File: config.mk
export PLATFORM = sky130hd
export DESIGN_NAME = pcicfg_header
export DESIGN_NICKNAME = d
export VERILOG_FILES = /design/src/pcicfg_pkg.sv /design/src/pcicfg_header.sv
export SDC_FILE = /design/constraint.sdc
export NUM_CORES = 1
export LEC_CHECK = 0
export ABC_AREA = 1
export BUFFER_PORTS_ARGS = -buffer_cell sky130_fd_sc_hd__buf_2
export CAP_MARGIN = 20
export CORE_MARGIN = 3
export CORE_UTILIZATION = 48
export CTS_CLUSTER_SIZE = 12
export DETAILED_ROUTE_END_ITERATION = 8
export PLACE_DENSITY = 0.79
export SLEW_MARGIN = 20
export SYNTH_ARGS = -nofsm -noshare
export SYNTH_HDL_FRONTEND = slang
export SYNTH_SLANG_ARGS = --single-unit
File: constraint.sdc
create_clock -name clk -period 1.5 [get_ports clk]
set_input_delay 0.075 -clock clk [delete_from_list [all_inputs] [get_ports clk]]
set_output_delay 0.075 -clock clk [all_outputs]
set_load 0.1 [all_outputs]
File: src/pcicfg_pkg.sv
// Behaviour
// - The interrupt routing byte at offset 0x3C is read-write and resets to 0x00.
// - The interrupt pin byte at offset 0x3D always reads 0x01, naming the INTA# line.
// - The I/O base register at 0x10 holds the address in its upper 24 bits only, a 256-byte window.
// - Bit 0 of the I/O base register is a read-write flag marking the address as valid.
// - The I/O base register resets to all zeros.
// - The hold limit byte at 0x0D resets to 0x00; bits 7:3 are writable, in 8-clock units.
// - The latency counter restarts each time the device asserts FRAME# as bus master.
// - Once the count has expired and the grant is removed, the device ends its burst one clock after expiry, or three clocks after a later grant removal.
// - The read-only access interval byte counts 250 ns units, loaded from the EEPROM.
package pcicfg_pkg;

  // Configuration byte offsets
  localparam logic [7:0] PCICFG_OFS_HOLD_LIMIT = 8'h0d;
  localparam logic [7:0] PCICFG_OFS_IO_BASE    = 8'h10;
  localparam logic [7:0] PCICFG_OFS_IRQ_LINE   = 8'h3c;
  localparam logic [7:0] PCICFG_OFS_IRQ_PIN    = 8'h3d;
  localparam logic [7:0] PCICFG_OFS_INTERVAL   = 8'h3f;

  // Dword index of each byte offset
  localparam logic [5:0] PCICFG_DW_HOLD = PCICFG_OFS_HOLD_LIMIT[7:2];
  localparam logic [5:0] PCICFG_DW_IO   = PCICFG_OFS_IO_BASE[7:2];
  localparam logic [5:0] PCICFG_DW_IRQ  = PCICFG_OFS_IRQ_LINE[7:2];

  // Reset and constant values
  localparam logic [7:0]  PCICFG_IRQ_LINE_RST = 8'h00;
  localparam logic [7:0]  PCICFG_IRQ_PIN_VAL  = 8'h01;
  localparam logic [7:0]  PCICFG_HOLD_RST     = 8'h00;
  localparam logic [7:0]  PCICFG_HOLD_MASK    = 8'hf8;
  localparam logic [23:0] PCICFG_IO_ADDR_RST  = 24'h000000;
  localparam logic        PCICFG_IO_VALID_RST = 1'b0;
  localparam logic [6:0]  PCICFG_IO_RSVD      = 7'h00;
  localparam logic [7:0]  PCICFG_ZERO_BYTE    = 8'h00;

  // Interval byte counts in these units
  localparam int PCICFG_INTERVAL_UNIT_NS = 250;

  // Burst latency states, Gray along idle -> count -> expired
  typedef enum logic [1:0] {
    PCICFG_IDLE    = 2'b00,
    PCICFG_COUNT   = 2'b01,
    PCICFG_EXPIRED = 2'b11
  } pcicfg_state_e;

endpackage

File: src/pcicfg_header.sv
`timescale 1ns/100ps
module pcicfg_header
  import pcicfg_pkg::*;
#(
  parameter logic [7:0] INTERVAL_RESET = 8'h00
)
(
  input  wire logic        clk,
  input  wire logic        reset_n,
  input  wire logic        cfg_rd,
  input  wire logic        cfg_wr,
  input  wire logic [7:0]  cfg_addr,
  input  wire logic [3:0]  cfg_be,
  input  wire logic [31:0] cfg_wdata,
  output logic      [31:0] cfg_rdata,
  output logic             cfg_ack,
  input  wire logic        frame_start,
  input  wire logic        burst_done,
  input  wire logic        gnt_n,
  input  wire logic        eeprom_load,
  input  wire logic [7:0]  eeprom_setup_field,
  output logic      [7:0]  irq_routing_byte,
  output logic      [23:0] io_window_base,
  output logic             io_base_valid_flag,
  output logic      [7:0]  bus_hold_limit,
  output logic      [7:0]  access_interval_need,
  output logic             burst_stop
);

  ////////////////////////////////////////////////////////////////////////////////
  // Address decode

  logic [5:0]  dw_sel;
  logic        hit_hold;
  logic        hit_io;
  logic        hit_irq;
  logic        mapped;
  logic        wr_irq_line;
  logic        wr_hold;
  logic        wr_io_flag;
  logic [2:0]  wr_io_bytes;
  logic [31:0] rd_mux;

  // Dword index; byte lanes pick the field inside it
  assign dw_sel      = cfg_addr[7:2];
  assign hit_hold    = (dw_sel == PCICFG_DW_HOLD);
  assign hit_io      = (dw_sel == PCICFG_DW_IO);
  assign hit_irq     = (dw_sel == PCICFG_DW_IRQ);
  assign mapped      = hit_hold | hit_io | hit_irq;
  assign wr_irq_line = cfg_wr & hit_irq & cfg_be[PCICFG_OFS_IRQ_LINE[1:0]];
  assign wr_hold     = cfg_wr & hit_hold & cfg_be[PCICFG_OFS_HOLD_LIMIT[1:0]];
  assign wr_io_flag  = cfg_wr & hit_io & cfg_be[0];
  assign wr_io_bytes = {3{cfg_wr & hit_io}} & cfg_be[3:1];

  // Read data; unmapped dwords and absent bytes read zero
  assign rd_mux = hit_irq  ? {access_interval_need, PCICFG_ZERO_BYTE,
                              PCICFG_IRQ_PIN_VAL, irq_routing_byte} :
                  hit_io   ? {io_window_base, PCICFG_IO_RSVD, io_base_valid_flag} :
                  hit_hold ? {PCICFG_ZERO_BYTE, PCICFG_ZERO_BYTE, bus_hold_limit,
                              PCICFG_ZERO_BYTE} :
                             32'h0000_0000;

  ////////////////////////////////////////////////////////////////////////////////
  // Bus answer, one clock after the access

  always_ff @(posedge clk)
  begin
    if (!reset_n)
    begin
      cfg_rdata <= 32'h0000_0000;
      cfg_ack   <= 1'b0;
    end
    else
    begin
      cfg_rdata <= cfg_rd ? rd_mux : 32'h0000_0000;
      cfg_ack   <= (cfg_rd | cfg_wr) & mapped;
    end
  end

  ////////////////////////////////////////////////////////////////////////////////
  // Interrupt routing and bus hold limit

  // Reserved low bits of the hold limit never store a one
  always_ff @(posedge clk)
  begin
    if (!reset_n)
    begin
      irq_routing_byte <= PCICFG_IRQ_LINE_RST;
      bus_hold_limit   <= PCICFG_HOLD_RST;
    end
    else
    begin
      if (wr_irq_line)
        irq_routing_byte <= cfg_wdata[7:0];
      if (wr_hold)
        bus_hold_limit <= cfg_wdata[15:8] & PCICFG_HOLD_MASK;
    end
  end

  ////////////////////////////////////////////////////////////////////////////////
  // I/O window base, one byte lane per address byte

  always_ff @(posedge clk)
  begin
    if (!reset_n)
      io_base_valid_flag <= PCICFG_IO_VALID_RST;
    else if (wr_io_flag)
      io_base_valid_flag <= cfg_wdata[0];
  end

  // Bits 7:1 have no storage, so the window is always 256 bytes
  // Each lane owns its own flop so no variable has two processes writing it
  for (genvar b = 0; b < 3; b++)
  begin : g_io_byte
    logic [7:0] byte_q;

    always_ff @(posedge clk)
    begin
      if (!reset_n)
        byte_q <= PCICFG_IO_ADDR_RST[8*b +: 8];
      else if (wr_io_bytes[b])
        byte_q <= cfg_wdata[8*(b+1) +: 8];
    end

    assign io_window_base[8*b +: 8] = byte_q;
  end

  ////////////////////////////////////////////////////////////////////////////////
  // Access interval byte, loaded during auto-initialization

  always_ff @(posedge clk)
  begin
    if (!reset_n)
      access_interval_need <= INTERVAL_RESET;
    else if (eeprom_load)
      access_interval_need <= eeprom_setup_field;
  end

  ////////////////////////////////////////////////////////////////////////////////
  // Grant pin synchroniser; idles deasserted (high)

  logic gnt_meta_q;
  logic gnt_sync_q;

  always_ff @(posedge clk)
  begin
    if (!reset_n)
    begin
      gnt_meta_q <= 1'b1;
      gnt_sync_q <= 1'b1;
    end
    else
    begin
      gnt_meta_q <= gnt_n;
      gnt_sync_q <= gnt_meta_q;
    end
  end

  ////////////////////////////////////////////////////////////////////////////////
  // Latency counter and bus release

  pcicfg_state_e state_q;
  pcicfg_state_e state_d;
  logic [7:0]    cnt_q;
  logic [7:0]    cnt_d;
  logic [7:0]    load_val;
  logic          stop_d;

  // Limit bits 7:3 times eight is the byte with its low bits clear
  assign load_val = bus_hold_limit & PCICFG_HOLD_MASK;

  // A new FRAME# always wins, so back-to-back transactions restart cleanly
  always_comb
  begin
    state_d = state_q;
    cnt_d   = cnt_q;
    if (frame_start)
    begin
      cnt_d   = load_val;
      state_d = (load_val == 8'h00) ? PCICFG_EXPIRED : PCICFG_COUNT;
    end
    else
    begin
      unique case (state_q)
        PCICFG_IDLE:
          state_d = PCICFG_IDLE;
        PCICFG_COUNT:
        begin
          cnt_d = cnt_q - 8'h01;
          if (burst_done)
            state_d = PCICFG_IDLE;
          else if (cnt_q == 8'h01)
            state_d = PCICFG_EXPIRED;
        end
        PCICFG_EXPIRED:
          if (burst_done)
            state_d = PCICFG_IDLE;
        default:
          state_d = PCICFG_IDLE;
      endcase
    end
  end

  // Stop only while expired with grant gone; held until the master ends
  assign stop_d = (state_q == PCICFG_EXPIRED) & gnt_sync_q & ~frame_start
                  & ~burst_done;

  always_ff @(posedge clk)
  begin
    if (!reset_n)
    begin
      state_q    <= PCICFG_IDLE;
      cnt_q      <= 8'h00;
      burst_stop <= 1'b0;
    end
    else
    begin
      state_q    <= state_d;
      cnt_q      <= cnt_d;
      burst_stop <= stop_d;
    end
  end

  ////////////////////////////////////////////////////////////////////////////////
  // Checks

  irq_line_write_a: assert property (@(posedge clk) disable iff (!reset_n)
    wr_irq_line |=> irq_routing_byte == $past(cfg_wdata[7:0]))
    else $error("routing byte did not take the write");

  irq_pin_const_a: assert property (@(posedge clk) disable iff (!reset_n)
    cfg_rd && hit_irq |=> cfg_rdata[15:8] == PCICFG_IRQ_PIN_VAL)
    else $error("interrupt pin byte not constant");

  io_low_bits_a: assert property (@(posedge clk) disable iff (!reset_n)
    cfg_rd && hit_io |=> cfg_rdata[7:1] == PCICFG_IO_RSVD
                         && cfg_rdata[31:8] == $past(io_window_base))
    else $error("io base read shows wrong bits");

  io_flag_write_a: assert property (@(posedge clk) disable iff (!reset_n)
    wr_io_flag |=> io_base_valid_flag == $past(cfg_wdata[0]))
    else $error("io valid flag did not follow write");

  io_reset_zero_a: assert property (@(posedge clk) disable iff (!reset_n)
    $past(!reset_n) |-> io_window_base == PCICFG_IO_ADDR_RST && !io_base_valid_flag)
    else $error("io base not zero after reset");

  hold_low_zero_a: assert property (@(posedge clk) disable iff (!reset_n)
    wr_hold |=> bus_hold_limit[2:0] == 3'h0
                && bus_hold_limit[7:3] == $past(cfg_wdata[15:11]))
    else $error("hold limit write wrong");

  frame_restart_a: assert property (@(posedge clk) disable iff (!reset_n)
    frame_start |=> cnt_q == $past(load_val))
    else $error("counter not restarted on frame");

  release_bus_a: assert property (@(posedge clk) disable iff (!reset_n)
    state_q == PCICFG_EXPIRED && gnt_sync_q && !frame_start && !burst_done
    |=> burst_stop)
    else $error("bus not released after expiry");

  interval_load_a: assert property (@(posedge clk) disable iff (!reset_n)
    eeprom_load |=> access_interval_need == $past(eeprom_setup_field))
    else $error("interval byte not loaded");

  count_eight_a: assert property (@(posedge clk) disable iff (!reset_n)
    frame_start && load_val == 8'h08 ##1 (!frame_start && !burst_done)[*8]
    |=> state_q == PCICFG_EXPIRED)
    else $error("count of eight did not expire on time");

  zero_expires_a: assert property (@(posedge clk) disable iff (!reset_n)
    frame_start && load_val == 8'h00 |=> state_q == PCICFG_EXPIRED)
    else $error("zero limit did not expire at once");

  irq_reset_zero_a: assert property (@(posedge clk) disable iff (!reset_n)
    $past(!reset_n) |-> irq_routing_byte == PCICFG_IRQ_LINE_RST)
    else $error("routing byte not zero after reset");

  hold_reset_zero_a: assert property (@(posedge clk) disable iff (!reset_n)
    $past(!reset_n) |-> bus_hold_limit == PCICFG_HOLD_RST)
    else $error("hold limit not zero after reset");

  io_lane_write_a: assert property (@(posedge clk) disable iff (!reset_n)
    cfg_wr && hit_io && cfg_be[1]
    |=> io_window_base[7:0] == $past(cfg_wdata[15:8]))
    else $error("io base byte did not take the write");

  grant_hold_a: assert property (@(posedge clk) disable iff (!reset_n)
    !gnt_sync_q |=> !burst_stop)
    else $error("bus released while still granted");

  stop_after_expiry_a: assert property (@(posedge clk) disable iff (!reset_n)
    burst_stop |-> $past(state_q) == PCICFG_EXPIRED)
    else $error("bus released before the count expired");

  count_step_a: assert property (@(posedge clk) disable iff (!reset_n)
    state_q == PCICFG_COUNT && !frame_start
    |=> cnt_q == $past(cnt_q) - 8'h01)
    else $error("latency count did not step down");

  interval_hold_a: assert property (@(posedge clk) disable iff (!reset_n)
    !eeprom_load |=> $stable(access_interval_need))
    else $error("interval byte changed without a load");

endmodule

==> impl_results.md <==
* Worst vdd ir at 0.539 mV
* Die width at between 90 and 100 microns
* Yosys warns at 0
* Final hold slack at between 15 and 20 ps
* Largest net degree at the start of global routing at 30
* Root Driver: clkbuf_8
* CP endpoint kind: primary output
* Clock Latency Late Sink at 360 ps
* Worst path bufs/invs at 1
* Layout Utilization at about two thirds
* Minimum clock period at 1290 ps
* Power per cell area at 998 mW/mm^2
* Worst Hold Depth at 4
* Placer's final routability congestion estimate at 0.893
* RSZ-0062 raised after global routing: no
* Slew Limit Fails at 0
* Area of the core at 0.00733 sq mm
* Register area share after synthesis at 50.1%
* Worst slew pin tran at just over 500 ps
* Startpoint type of the worst setup path: flop
* Status: complete, no violations
* Relative slew margins at 66.1%
* Area delta synth->final at 34.2%
* Crit path depth at 1
* Vias per cell at 4.82
* Largest stage delay, worst path at 460 ps
* Antenna violations before repair at 0
* Cell count after synthesis at 492
* Routed vias at 3671
* Setup total negative slack at 0 ps
* Pleak at 2.47 nW
* Drt initial violations at around 170
* Drt wl/cell at 13.2 microns
* H-tree lvl count at 3
* Critical path fanouts, max at 3
* Total GRT Usage at 23.7%
* FP Rows at 31
* Clk_skew at 6.51 ps
* Worst hold path type: in -> reg
* Required @ worst endpoint at 1420 ps
* Synth cell types at 32
* CTS Buffer Depth at 2
* Drt first pass iters at 4
* Hold Violations, Final at 0
* Ports at ~140
* Final worst-path cycle share at 86.3%
* Antenna diode count at 0
* DIE HEIGHT at slightly above 90 microns
* Share of post-route cells with drive strength above 1 at 27.0%
* Vias in the first global route at about 3600
* Clock-pin transition on the worst setup and hold timing paths at 90 ps
* Mapped Avg Cell Area at 7.47 sq um
* CP arrival at 1220 ps
* Top cell family by delay on the critical path: buffers and inverters
* Residual DRC at 0
* Dpl cell area at 0.00445 sq mm
* DP HPWL at around 7300 microns
* Reg2Reg Depth at 9
* Max-cap viol count at 0
* WL final at slightly above 10000 microns
* Flop-to-flop setup slack at between 200 and 250 ps
* Synth Cell Area at 0.00368 sq mm
* Yosys reg bits at 92
* Routed Antenna Nets at 0
* Critical-path cell list: buf_2
* Post-CTS setup buffer count at 0
* Total grt overflow at 0
* Nets@finish at 720
* Total CTS buffers at 9
* Die Area at 0.00875 sq mm
* IO Port Bufs at 137
* Critical Path Slowest Stage Cell: buf_2
* Initial Util at 50.2%
* Max Clk Rate at 773 MHz
* WS Path Type: reg -> out
* CTS tree: yes
* Final setup fails at 0
* Final Power at about 5 mW
* CTS sink count at between 90 and 100
* Post-route cell area at 0.00493 sq mm
* First-pass GRT wire length at 16500 microns
sequential cells by signal, summed over array words and instances (netlist names):
| signal | flops |
|---|---|
| access_interval_need | 8 |
| burst_stop | 1 |
| bus_hold_limit | 5 |
| cfg_ack | 1 |
| cfg_rdata | 32 |
| cnt_q | 8 |
| g_io_byte.byte_q | 24 |
| gnt_meta_q | 1 |
| gnt_sync_q | 1 |
| io_base_valid_flag | 1 |
| irq_routing_byte | 8 |
| state_q | 2 |
metrics by stage:
step	cells	setup WS (ps)
detailed placement	720	220
floorplan	494	0.277
finish	762	206
CTS	762	198
global placement	720	247
global route	762	74.9
power by group:
part | total (mW) | internal (mW) | switching [mW]
Combinational | 0.580 | 0.188 | 0.392
Sequential | 2.50 | 2.48 | 0.0282
Clock | 1.84 | 0.947 | 0.895
synth_stat cells, drive strengths merged:
cell type,instances,share of area [%]
o211ai,1,0.20
dfxtp,92,50
clkbuf,2,0.20
nand3b,16,3.3
nand3,14,2.0
a211oi,1,0.20
clkinv,1,0.10
a21oi,6,0.82
nor2,149,17
nor3,8,1.1
ha,2,0.68
o21ai,35,4.8
nand2,89,9.2
conb,1,0.10
xor2,1,0.24
a21boi,1,0.20
o22ai,6,1.0
nand4,3,0.68
inv,46,4.7
or2,2,0.34
buf,16,3.0
layout make-up:
class,instances,area (sq um)
Clock buffer,9,124
Timing Repair Buffer,171,1020
Sequential cell,92,1840
Inverter,47,176
Tap cell,99,124
Multi-Input combinational cell,337,1550
Clock inverter,7,98.8
Fill cell,636,2400
what timing repair did:
action / 4_1_cts / 5_1_grt
endpoints found under the setup margin: 0 / 0
hold buffers: 26 / 0
resized for setup: 0 / 0
hold endpoints to repair: 32 / 0
metal layers:
| layer | track usage (%) | wire (microns) | up-vias |
|---|---|---|---|
| met1 | 29.3 | 4360 | 1663 |
| li1 | - | - | 1853 |
| met2 | 40.3 | 4810 | 132 |
| met5 | 0 | 0 | - |
| met3 | 4.02 | 661 | 23 |
| met4 | 10.5 | 259 | 0 |
final timing paths:
kind,startpoint,endpoint
worst max register to register,cnt_q[1]$_SDFFE_PP0N_,state_q[0]$_SDFFE_PN0P_
worst max-delay path,g_io_byte[0].byte_q[0]$_SDFFE_PN0P_,io_window_base[0]
worst min-delay path,cfg_wdata[26],g_io_byte[2].byte_q[2]$_SDFFE_PN0P_
worst min register to register,gnt_meta_q$_SDFF_PN1_,gnt_sync_q$_SDFF_PN1_
cell usage in the layout, fill, tap and decap left out, types with 2 or more instances in the layout:
master	instances
nand2_1	88
o21ai_0	35
nor2_4	4
inv_2	2
nand3_1	13
nor3_1	8
clkbuf_8	9
ha_1	2
inv_1	44
nor2_1	140
buf_2	137
dfxtp_1	90
a21oi_1	6
dlygate4sd3_1	26
dfxtp_2	2
or2_2	2
buf_4	7
bufinv_16	2
nand4_1	2
clkinv_4	2
nor2_2	3
conb_1	3
nand3b_1	16
o22ai_1	6
nor2_8	2
kinds of logic (layout without fill, tap and decap cells):
logic type / Yosys count / after routing / synth area share, %
fa+ha+maj: 2 / 2 / 0.680
xor+xnor: 1 / 1 / 0.238
simple gates: 281 / 281 / 33.7
flops: 92 / 92 / 50.1
compound gates: 50 / 50 / 7.21
other cells: 1 / 3 / 0.102
buf+inv: 65 / 234 / 8.00
No activity file was read; power rests on OpenSTA's default activity.
